### src/design/tmr_pkg.sv
// constants, field layouts and carrier types of the auto-reload timer block
package tmr_pkg;

	// special function register addresses
	localparam logic [7:0] ADDR_CTRL  = 8'h91; // control and status
	localparam logic [7:0] ADDR_RLL   = 8'h92; // reload value low byte
	localparam logic [7:0] ADDR_RLH   = 8'h93; // reload value high byte
	localparam logic [7:0] ADDR_CNTL  = 8'h94; // counter low byte
	localparam logic [7:0] ADDR_CNTH  = 8'h95; // counter high byte

	// reset values
	localparam logic [7:0] RST_CTRL   = 8'h00; // control and status
	localparam logic [7:0] RST_RELOAD = 8'h00; // both reload bytes
	localparam logic [7:0] RST_COUNT  = 8'h00; // both counter bytes

	// counting constants
	localparam logic [7:0] BYTE_MAX   = 8'hFF; // value before a byte wraps
	localparam logic [7:0] BYTE_ONE   = 8'h01; // counting step
	localparam logic [3:0] DIV_LAST   = 4'hB;  // last state of divide by twelve
	localparam logic [3:0] DIV_ZERO   = 4'h0;  // first state of divider
	localparam logic [3:0] DIV_STEP   = 4'h1;  // divider step

	// capture trigger selection codes, external clock is div12 for every code
	typedef enum logic [1:0] {
		XSEL_DIV12_CMP  = 2'b00, // div12 clock, comparator trigger
		XSEL_ALT01      = 2'b01, // taken like code 00
		XSEL_DIV12_XOSC = 2'b10, // div12 clock, oscillator/8 trigger
		XSEL_ALT11      = 2'b11  // treated like code 10
	} tmr_xsel_t;

	// control and status register layout, bit 7 down to bit 0
	typedef struct packed {
		logic      hi_flag;   // high byte overflow flag
		logic      lo_flag;   // low byte overflow flag
		logic      lo_irq_en; // low byte interrupt enable
		logic      cap_en;    // capture enable
		logic      split;     // split mode enable
		logic      run;       // run control
		tmr_xsel_t xsel;      // capture trigger select, external clock is div12 for every code
	} tmr_ctrl_t;

	// register access request from the core
	typedef struct packed {
		logic       wr;    // write strobe, one cycle
		logic       rd;    // read strobe, one cycle
		logic [7:0] addr;  // register address
		logic [7:0] wdata; // write data
	} tmr_sfr_req_t;

endpackage

### src/design/tmr_timer.sv
// auto-reload timer with split mode, capture and overflow flags
module tmr_timer (
	input  wire logic               i_core_clk,               // system clock
	input  wire logic               i_reset,                  // synchronous reset
	input  wire tmr_pkg::tmr_sfr_req_t i_sfr,                 // register request
	output logic [7:0]              o_sfr_rdata,              // read data
	input  wire logic               i_timer_irq_enable,       // global timer irq enable
	input  wire logic               i_low_byte_clock_choice,  // 1: low byte on system clock
	input  wire logic               i_high_byte_clock_choice, // 1: high byte on system clock, split mode only
	input  wire logic               i_comparator1,            // comparator output, async
	input  wire logic               i_ext_osc_div8,           // oscillator / 8, async
	output logic                    o_irq_request             // interrupt request level
);
	import tmr_pkg::*;

	// registered state
	tmr_ctrl_t  ctrl_q, ctrl_d;       // control and status
	logic [7:0] rll_q, rll_d;         // reload value low byte
	logic [7:0] rlh_q, rlh_d;         // reload value high byte
	logic [7:0] cl_q, cl_d;           // counter low byte
	logic [7:0] ch_q, ch_d;           // counter high byte
	logic [3:0] div_q, div_d;         // divide-by-twelve state
	logic [7:0] rdata_q, rdata_d;     // read data register
	logic       irq_q, irq_d;         // interrupt request register
	logic       trig_prev_q, trig_prev_d; // last selected trigger level

	// synchroniser chains, first stage read only by second
	logic cmp_s1_q, cmp_s2_q;         // comparator chain
	logic xosc_s1_q, xosc_s2_q;       // oscillator chain

	// combinational helpers
	logic div_tick;                   // one cycle in twelve
	logic tick_l, tick_h;             // per-byte clock ticks
	logic run_l, run_h;               // byte advances this cycle
	logic lo_ovf, hi_ovf;             // byte wraps this cycle
	logic trig_sel;                   // selected capture trigger
	logic cap_edge;                   // capture event this cycle
	logic wr_ctrl, wr_rll, wr_rlh, wr_cl, wr_ch; // decoded writes

	// two flip-flop synchronisers for the external sources
	always_ff @(posedge i_core_clk) begin
		cmp_s1_q  <= i_comparator1;
		cmp_s2_q  <= cmp_s1_q;
		xosc_s1_q <= i_ext_osc_div8;
		xosc_s2_q <= xosc_s1_q;
	end

	// next-state logic for the whole timer
	always_comb begin
		ctrl_d      = ctrl_q;
		rll_d       = rll_q;
		rlh_d       = rlh_q;
		cl_d        = cl_q;
		ch_d        = ch_q;
		rdata_d     = rdata_q;
		// address decode
		wr_ctrl = i_sfr.wr && (i_sfr.addr == ADDR_CTRL);
		wr_rll  = i_sfr.wr && (i_sfr.addr == ADDR_RLL);
		wr_rlh  = i_sfr.wr && (i_sfr.addr == ADDR_RLH);
		wr_cl   = i_sfr.wr && (i_sfr.addr == ADDR_CNTL);
		wr_ch   = i_sfr.wr && (i_sfr.addr == ADDR_CNTH);
		// system clock divided by twelve is the external clock for every code
		div_tick = (div_q == DIV_LAST);
		div_d    = div_tick ? DIV_ZERO : (div_q + DIV_STEP);
		// one external clock shared, each byte picks it or the system clock
		tick_l = i_low_byte_clock_choice ? 1'b1 : div_tick;
		tick_h = i_high_byte_clock_choice ? 1'b1 : div_tick;
		// trigger: upper code bit picks oscillator, else comparator
		trig_sel    = ctrl_q.xsel[1] ? xosc_s2_q : cmp_s2_q;
		trig_prev_d = trig_sel;
		cap_edge    = ctrl_q.cap_en && trig_sel && !trig_prev_q;
		// low byte: always runs when split, gated by run otherwise
		if (ctrl_q.split) begin
			run_l = tick_l;
		end else begin
			run_l = ctrl_q.run && tick_l;
		end
		lo_ovf = run_l && (cl_q == BYTE_MAX);
		// high byte: own clock and run bit when split, carry otherwise
		if (ctrl_q.split) begin
			run_h = ctrl_q.run && tick_h;
		end else begin
			run_h = lo_ovf;
		end
		hi_ovf = run_h && (ch_q == BYTE_MAX);
		// counting and reload
		if (run_l) begin
			if (!lo_ovf) begin
				cl_d = cl_q + BYTE_ONE;
			end else if (ctrl_q.split || hi_ovf) begin
				cl_d = rll_q;
			end else begin
				cl_d = RST_COUNT;
			end
		end
		if (run_h) begin
			if (hi_ovf) begin
				ch_d = rlh_q;
			end else begin
				ch_d = ch_q + BYTE_ONE;
			end
		end
		// software writes; counter writes win over counting
		if (wr_ctrl) begin
			ctrl_d = tmr_ctrl_t'(i_sfr.wdata);
		end
		if (wr_rll) begin
			rll_d = i_sfr.wdata;
		end
		if (wr_rlh) begin
			rlh_d = i_sfr.wdata;
		end
		if (wr_cl) begin
			cl_d = i_sfr.wdata;
		end
		if (wr_ch) begin
			ch_d = i_sfr.wdata;
		end
		// hardware sets win over a software clear in the same cycle
		if (lo_ovf) begin
			ctrl_d.lo_flag = 1'b1;
		end
		if (hi_ovf) begin
			ctrl_d.hi_flag = 1'b1;
		end
		// capture copies the running count into the reload bytes
		if (cap_edge) begin
			rll_d          = cl_q;
			rlh_d          = ch_q;
			ctrl_d.hi_flag = 1'b1;
		end
		// request follows the flags that are enabled
		irq_d = i_timer_irq_enable &&
			(ctrl_d.hi_flag || (ctrl_d.lo_flag && ctrl_d.lo_irq_en));
		// read data, unmapped addresses read zero
		if (i_sfr.rd) begin
			case (i_sfr.addr)
				ADDR_CTRL: rdata_d = ctrl_q;
				ADDR_RLL:  rdata_d = rll_q;
				ADDR_RLH:  rdata_d = rlh_q;
				ADDR_CNTL: rdata_d = cl_q;
				ADDR_CNTH: rdata_d = ch_q;
				default:   rdata_d = 8'h00;
			endcase
		end
	end

	// state registers
	always_ff @(posedge i_core_clk) begin
		if (i_reset) begin
			ctrl_q      <= tmr_ctrl_t'(RST_CTRL);
			rll_q       <= RST_RELOAD;
			rlh_q       <= RST_RELOAD;
			cl_q        <= RST_COUNT;
			ch_q        <= RST_COUNT;
			div_q       <= DIV_ZERO;
			rdata_q     <= 8'h00;
			irq_q       <= 1'b0;
			trig_prev_q <= 1'b0;
		end else begin
			ctrl_q      <= ctrl_d;
			rll_q       <= rll_d;
			rlh_q       <= rlh_d;
			cl_q        <= cl_d;
			ch_q        <= ch_d;
			div_q       <= div_d;
			rdata_q     <= rdata_d;
			irq_q       <= irq_d;
			trig_prev_q <= trig_prev_d;
		end
	end

	// outputs straight from flip-flops
	assign o_sfr_rdata   = rdata_q;
	assign o_irq_request = irq_q;
endmodule

### config.mk
export PLATFORM = sky130hd
export DESIGN_NAME = tmr_timer
export DESIGN_NICKNAME = d
export VERILOG_FILES = /design/src/design/tmr_pkg.sv /design/src/design/tmr_timer.sv
export SDC_FILE = /design/constraint.sdc
export NUM_CORES = 1
export LEC_CHECK = 0
export ABC_AREA = 1
export BUFFER_PORTS_ARGS = -buffer_cell sky130_fd_sc_hd__buf_4
export CAP_MARGIN = 0
export CORE_MARGIN = 4
export CORE_UTILIZATION = 55
export DETAILED_ROUTE_END_ITERATION = 16
export PLACE_DENSITY = 0.85
export SYNTH_ARGS = -nofsm -noshare
export SYNTH_HDL_FRONTEND = slang
export SYNTH_SLANG_ARGS = --single-unit
### constraint.sdc
create_clock -name i_core_clk -period 3.2 [get_ports i_core_clk]
set_input_delay 0.64 -clock i_core_clk [delete_from_list [all_inputs] [get_ports i_core_clk]]
set_output_delay 0.64 -clock i_core_clk [all_outputs]
set_load 0.05 [all_outputs]
==> results_dict.tcl, run 1 <==
set metrics [dict create \
    start_util_pct 58.0 \
    cp_slowest_cell "nand4_1" \
    p_sw_uw 397 \
    cp_data_arrival_time_ns 2.41 \
    die_area_um2 7250 \
    crit_required_ns 3.48 \
    grt_pass1_vias 3229 \
    tightestPinTransition_ns 0.574 \
    first_iter_violations 527 \
    criticalPathCategory "input port to register" \
    core-area_um2 5640 \
    num_vias 3474 \
    worst-path-stages 8 \
    drc 0 \
    area_growth_pct 17.4 \
    grt_use_met2_pct 43.6 \
    grt_max_degree 37 \
    die_w_um 85.1 \
    synth_area_um2 3270 \
    wirelength_um 9640 \
    grt_first_pass_wirelength_um 15700 \
    syn_area_per_cell_um2 7.05 \
    synth_fp_nets 492 \
    fin_crit_sh_pct 66.6 \
    dr.pass1.iters 6 \
    rrSetupSlack_ns 1.30 \
    numClockSinks 58 \
    pin_count 34 \
    cts.path.max_buffers 2 \
    clock_latency_ns 0.35 \
    post_cts_buffers 0 \
    clock_power_share_pct 51.6 \
    h-tree-depth 3 \
    busiest_layer "met2" \
    cp_top_family "simple AND/OR/NAND/NOR gates" \
    drive_gt1_share_pct 17.5 \
    multi_input_area_um2 1780 \
    rows 27 \
    ys_types 34 \
    finalPower_mw 1.77 \
    n_antenna_cell 0 \
    cts-resized-gates 0 \
    critPathCaptureType "register" \
    cell_internal_pwr_mw 1.37 \
    endpoint "ch_q[2]$_SDFFE_PP0P_" \
    r2r_end "cl_q[6]$_SDFFE_PP0P_" \
    synth_seq_cells 58 \
    min_period_ns 2.13 \
    r2r.worst_path.cells 9 \
    drv_slew 0 \
    grt_util_met3_pct 6.12 \
    cp-startpoint "i_sfr[14]" \
    fin_nets 527 \
    ir_drop_uv 317 \
    vias_per_cell 6.03 \
    place_hpwl_um 6910 \
    fmax_ghz 0.469 \
    die_h_um 85.1 \
    power.density_nw_per_um2 460 \
    finalSetupViolations 0 \
    cts_root_buf "clkbuf_8" \
    crit_path_cell_trace "buf_4, nor3_4, nand4_1, inv_1, nand2_1, nand2_1, inv_1, a21oi_1" \
    slowest_delay_ns 0.53 \
    track_usage_pct 26.9 \
    combPwrFrac_pct 6.5 \
    netSwitchingFraction_pct 22.4 \
    r2r_start "ch_q[0]$_SDFFE_PP0P_" \
    yosysSeqAreaShare_pct 35.5 \
    wl_per_cell_um 16.7 \
    fin_setup_tns_ns 0 \
    cp_num_buf_inv 3 \
    status "finished, final reports clean" \
    synth_top_area_share_pct 35.5 \
    timing_hold_violations_final 0 \
    cap_violations 0 \
    cts_tree "done" \
    rsz0062_at_grt "false" \
    gp_congestion 0.915 \
    postSynthCellCount 464 \
    hold_path_class "register to register" \
    synth_top_area_cell "dfxtp_1" \
    clk_pin_slew_ns 0.07 \
    timing.slew.headroom_pct 61.6 \
    numCtsBuffers 9 \
    port_buffers 33 \
    cp_max_fo 11 \
    regArea_um2 1160 \
    leakage_nw 1.56 \
    p_seq_share_pct 41.9 \
    antenna_found_initial 0 \
    met1_usage_pct 34.9 \
    grt-ovfl-total 0 \
    nFillCells 469 \
    synthTopCellsByArea "dfxtp_1 (35%), inv_1 (8.1%), nand2_1 (7.5%), a21oi_1 (7.0%), nand3_1 (6.9%)" \
    fin_skew_ns 0.0112 \
    synth_warnings 0 \
    critPathLaunchType "input port" \
    hold_buffers 0 \
    antenna_left 0 \
]
==> sequential cells by signal (all words and copies together) (netlist names) <==
register / cells
xosc_s2_q: 1
rlh_q: 8
o_irq_request: 1
ch_q: 8
div_q: 4
trig_prev_q: 1
xosc_s1_q: 1
rll_q: 8
cmp_s1_q: 1
cmp_s2_q: 1
o_sfr_rdata: 8
ctrl_q: 8
cl_q: 8
==> cells in the final DEF, fill, tap and decap left out, types with 2 or more instances in the layout <==
cell type | Yosys | routed
nand2_2 | 6 | 6
a21oi_2 | 7 | 7
ha_1 | 3 | 3
nor2_1 | 34 | 34
buf_4 | 0 | 35
bufinv_16 | 0 | 4
o21ai_0 | 34 | 34
nor2_4 | 4 | 4
nor3_2 | 2 | 2
a22oi_1 | 16 | 16
a21oi_1 | 46 | 46
nand2_1 | 65 | 65
nor2_2 | 2 | 2
o22ai_1 | 10 | 10
inv_1 | 71 | 71
nand2_8 | 3 | 3
nand4_1 | 10 | 10
dfxtp_1 | 58 | 58
clkinv_2 | 1 | 2
xor2_1 | 8 | 8
or2_2 | 3 | 3
inv_2 | 3 | 3
nor3_1 | 11 | 11
nand3_1 | 45 | 45
nand2_4 | 2 | 2
clkbuf_8 | 0 | 9
==> cell usage after synthesis (all sizes together) <==
master / n
xor2: 8
or2: 3
dfxtp: 58
nor2: 41
o22ai: 10
clkbuf: 6
clkinv: 1
o2bb2ai: 1
nand4: 10
a22oi: 16
o21ai: 35
ha: 3
buf: 5
a31oi: 1
inv: 74
a21oi: 53
xnor2: 1
nand3: 47
nand2: 76
and3: 1
nor3: 14
==> through the flow <==
| step | util [%] | setup slack, ns | cells | hold WS [ns] | cell area (um^2) |
|---|---|---|---|---|---|
| 3_3_place_gp | 63.4 | 0.900 | 560 | 0.312 | 3580 |
| 6_report | 68.1 | 1.07 | 576 | 0.333 | 3840 |
| 5_1_grt | 68.1 | 0.849 | 576 | 0.349 | 3840 |
| 4_1_cts | 68.1 | 1.13 | 576 | 0.335 | 3840 |
| 3_5_place_dp | 63.4 | 0.791 | 560 | 0.319 | 3580 |
| 2_1_floorplan | - | 1.41 | 464 | 0.310 | 3270 |
==> kinds of logic (layout without fill, tap and decap cells) <==
kind of cell	count (synthesis)	count (layout)	share of synthesized area (%)
and+or+nand+nor	192	192	30.6
adders and majority gates	3	3	1.15
xor gates and xnor gates	9	9	2.41
buffers and inverters	86	126	10.1
AOI/OAI and AO/OA	116	116	20.3
DFF	58	58	35.5
==> how the worst min path moves through the flow <==
stage	depth (start not counted)	from	endpoint
2_1_floorplan	0	cmp_s1_q$_DFF_P_	cmp_s2_q$_DFF_P_
3_3_place_gp	0	xosc_s1_q$_DFF_P_	xosc_s2_q$_DFF_P_
3_5_place_dp	0	xosc_s1_q$_DFF_P_	xosc_s2_q$_DFF_P_
4_1_cts	0	xosc_s1_q$_DFF_P_	xosc_s2_q$_DFF_P_
5_1_grt	0	xosc_s1_q$_DFF_P_	xosc_s2_q$_DFF_P_
6_report	0	xosc_s1_q$_DFF_P_	xosc_s2_q$_DFF_P_
==> metal layers <==
metal  wire length [um]  vias to the layer above  part of all wire [%]
met4                276                        0                   2.9
met3                928                       32                   9.6
li1                   -                     1622                     -
met5                  0                        -                     0
met2               4530                      220                    47
met1               3900                     1600                    40
==> power by group through the flow <==
stage	clock [mW]	sequential, mW	combinational, mW
final	0.912	0.741	0.115
after global routing	0.949	0.741	0.125
after CTS	0.913	0.740	0.113
after detailed placement	0	0.757	0.113
after global placement	0	0.756	0.111
after floorplan	0	0.772	0.0466
==> final cells by class <==
| class | count | area share (%) |
|---|---|---|
| multi-input combinational | 320 | 46.4 |
| sequential | 58 | 30.2 |
| inverter | 75 | 7.36 |
| timing repair buffer | 35 | 6.84 |
| clock inverter | 7 | 3.68 |
| clock buffer | 9 | 3.22 |
| tap | 72 | 2.34 |
No activity file was read; power rests on OpenSTA's default activity.
==> run 2, diff against run 1 <==
--- a/config.mk
+++ b/config.mk
@@ -9,9 +9,9 @@
 export BUFFER_PORTS_ARGS = -buffer_cell sky130_fd_sc_hd__buf_4
 export CAP_MARGIN = 0
 export CORE_MARGIN = 4
-export CORE_UTILIZATION = 55
+export CORE_UTILIZATION = 53
 export DETAILED_ROUTE_END_ITERATION = 16
-export PLACE_DENSITY = 0.85
+export PLACE_DENSITY = 0.86
 export SYNTH_ARGS = -nofsm -noshare
 export SYNTH_HDL_FRONTEND = slang
 export SYNTH_SLANG_ARGS = --single-unit
==> constraint.sdc (replaced) <==
create_clock -name i_core_clk -period 1.75 [get_ports i_core_clk]
set_input_delay 0.35 -clock i_core_clk [delete_from_list [all_inputs] [get_ports i_core_clk]]
set_output_delay 0.35 -clock i_core_clk [all_outputs]
set_load 0.05 [all_outputs]
==> run 2 against run 1 <==
Net effect:
- clock skew decreased by 0.0028 ns
- flip-flop and latch count unchanged
- die area increased by 3.4%
- combinational power increased by 94%
- worst setup slack got worse by 1.1 ns
==> results_dict.tcl, run 2 (same netlist as run 1, synthesis figures left out) <==
set metrics [dict create \
    status "finished, final reports clean" \
    antenna_left 0 \
    drc 0 \
    h-tree-depth 3 \
    setup_ws_ns 0.0179 \
    start_util_pct 55.0 \
    gp_congestion 1.01 \
    cts.path.max_buffers 2 \
    clk_pin_slew_ns 0.07 \
    n_antenna_cell 0 \
    timing_hold_violations_final 0 \
    tightestPinTransition_ns 0.455 \
    hold_path_class "input port to register" \
    die_area_um2 7500 \
    hold_buffers 0 \
    track_usage_pct 27.1 \
    dp_cells 583 \
    place_ws_ns -0.335 \
    criticalPathCategory "register to register" \
    critPathCaptureType "register" \
    power.density_nw_per_um2 756 \
    grt-ovfl-total 0 \
    cts_tree "done" \
    worstHoldStart "i_comparator1" \
    die_w_um 86.6 \
    placed_area_um2 3740 \
    timing.slew.headroom_pct 69.7 \
    area_growth_pct 28.4 \
    critPathLaunchType "register" \
    cp_max_fo 16 \
    finalPower_mw 3.18 \
    fin_setup_tns_ns 0 \
    fmax_ghz 0.577 \
    wirelength_um 10100 \
    min_period_ns 1.73 \
    grt_first_pass_wirelength_um 15800 \
    layout_commonest_cell "inv_1" \
    core-area_um2 5960 \
    grt_max_degree 20 \
    antenna_found_initial 0 \
    fin_crit_sh_pct 99.0 \
    ir_drop_uv 542 \
    port_buffers 33 \
    numClockSinks 58 \
    dr.pass1.iters 6 \
    cap_violations 0 \
    pin_count 34 \
    cts_root_buf "clkbuf_8" \
    crit_required_ns 2.02 \
    rrSetupSlack_ns 0.02 \
    numCtsBuffers 9 \
    clock_latency_ns 0.35 \
    leakage_nw 1.78 \
    place_hpwl_um 7150 \
    drive_gt1_share_pct 25.6 \
    num_vias 3564 \
    min_to "cmp_s1_q$_DFF_P_" \
    wl_per_cell_um 16.5 \
    cp_data_arrival_time_ns 2.00 \
    fin_nets 558 \
    nFillCells 471 \
    finalSetupViolations 0 \
    cp-startpoint "ctrl_q[1]$_SDFFE_PP0N_" \
    r2r_end "rll_q[2]$_SDFFE_PP0P_" \
    die_h_um 86.6 \
    drv_slew 0 \
    first_iter_violations 558 \
    fin_area_um2 4200 \
    vias_per_cell 5.84 \
    layout_common_cells "inv_1 (70), nand2_1 (65), buf_4 (62), dfxtp_1 (52), a21oi_1 (45)" \
    fin_skew_ns 0.00842 \
    rows 28 \
    min_path_cells 1 \
    final_cells 610 \
    grt_pass1_vias 3382 \
    r2r_start "ctrl_q[1]$_SDFFE_PP0N_" \
    r2r.worst_path.cells 7 \
]
==> run 2: cell count changes in the layout (fill, tap and decap cells not counted), moves of 3 or more <==
cell     before  now
nand3_2       1    6
nand3_1      45   39
dfxtp_1      58   52
ha_1          3    0
buf_4        35   62
dfxtp_2       0    6
buf_12        0    3
==> run 2: layout make-up <==
class / instances / area (um^2) / share of cell area [%]
Inverter: 75 / 283 / 6.73
Multi-Input combinational cell: 321 / 1880 / 44.7
Sequential cell: 58 / 1170 / 27.8
Clock buffer: 11 / 151 / 3.60
Clock inverter: 5 / 100 / 2.38
Timing Repair Buffer: 65 / 526 / 12.5
Tap cell: 75 / 93.8 / 2.23
==> run 2: through the flow <==
| step | hold slack, ns | utilization, % |
|---|---|---|
| floorplan | 0.310 | - |
| global placement | 0.312 | 62.9 |
| detailed placement | 0.318 | 62.9 |
| CTS | 0.106 | 68.6 |
| global route | 0.0965 | 70.5 |
| finish | 0.109 | 70.5 |
==> run 2: metal layers <==
| layer | global-route usage (%) | part of all wire (%) | vias up |
|---|---|---|---|
| met5 | 0 | 0 | - |
| met4 | 11.9 | 3.3 | 0 |
| met1 | 34.2 | 40 | 1635 |
| met3 | 5.61 | 8.4 | 40 |
| li1 | - | - | 1686 |
| met2 | 44.7 | 48 | 203 |
==> run 2: report_power, final <==
part           switching (mW)  total, mW  internal (mW)
Clock                   0.577       1.60           1.02
Combinational           0.137      0.223         0.0853
Sequential             0.0147       1.36           1.34
==> run 2: worst max-delay path: stages, from the launching register on <==
cell and delay, ns:
dfxtp_1 0.33, or2_2 0.30, o21ai_1 0.20, nor3_4 0.09
buf_12 0.15, inv_2 0.24, nand3_1 0.15, a21oi_1 0.21
==> run 2: how the worst max path moves through the flow <==
stage	to	slack [ns]	cells past startpoint
global route	rll_q[3]$_SDFFE_PP0P_	-0.04	7
CTS	cl_q[2]$_SDFFE_PP0P_	0.02	9
detailed placement	rlh_q[3]$_SDFFE_PP0P_	-0.34	6
global placement	rlh_q[0]$_SDFFE_PP0P_	-0.25	6
finish	rll_q[2]$_SDFFE_PP0P_	0.02	7
floorplan	cl_q[4]$_SDFFE_PP0P_	0.18	9
==> run 2: timing repair <==
item	CTS	global route
resized for setup	4	20
cloned	0	1
buffers inserted	5	5
pin swaps	4	9
setup endpoints to repair	29	18
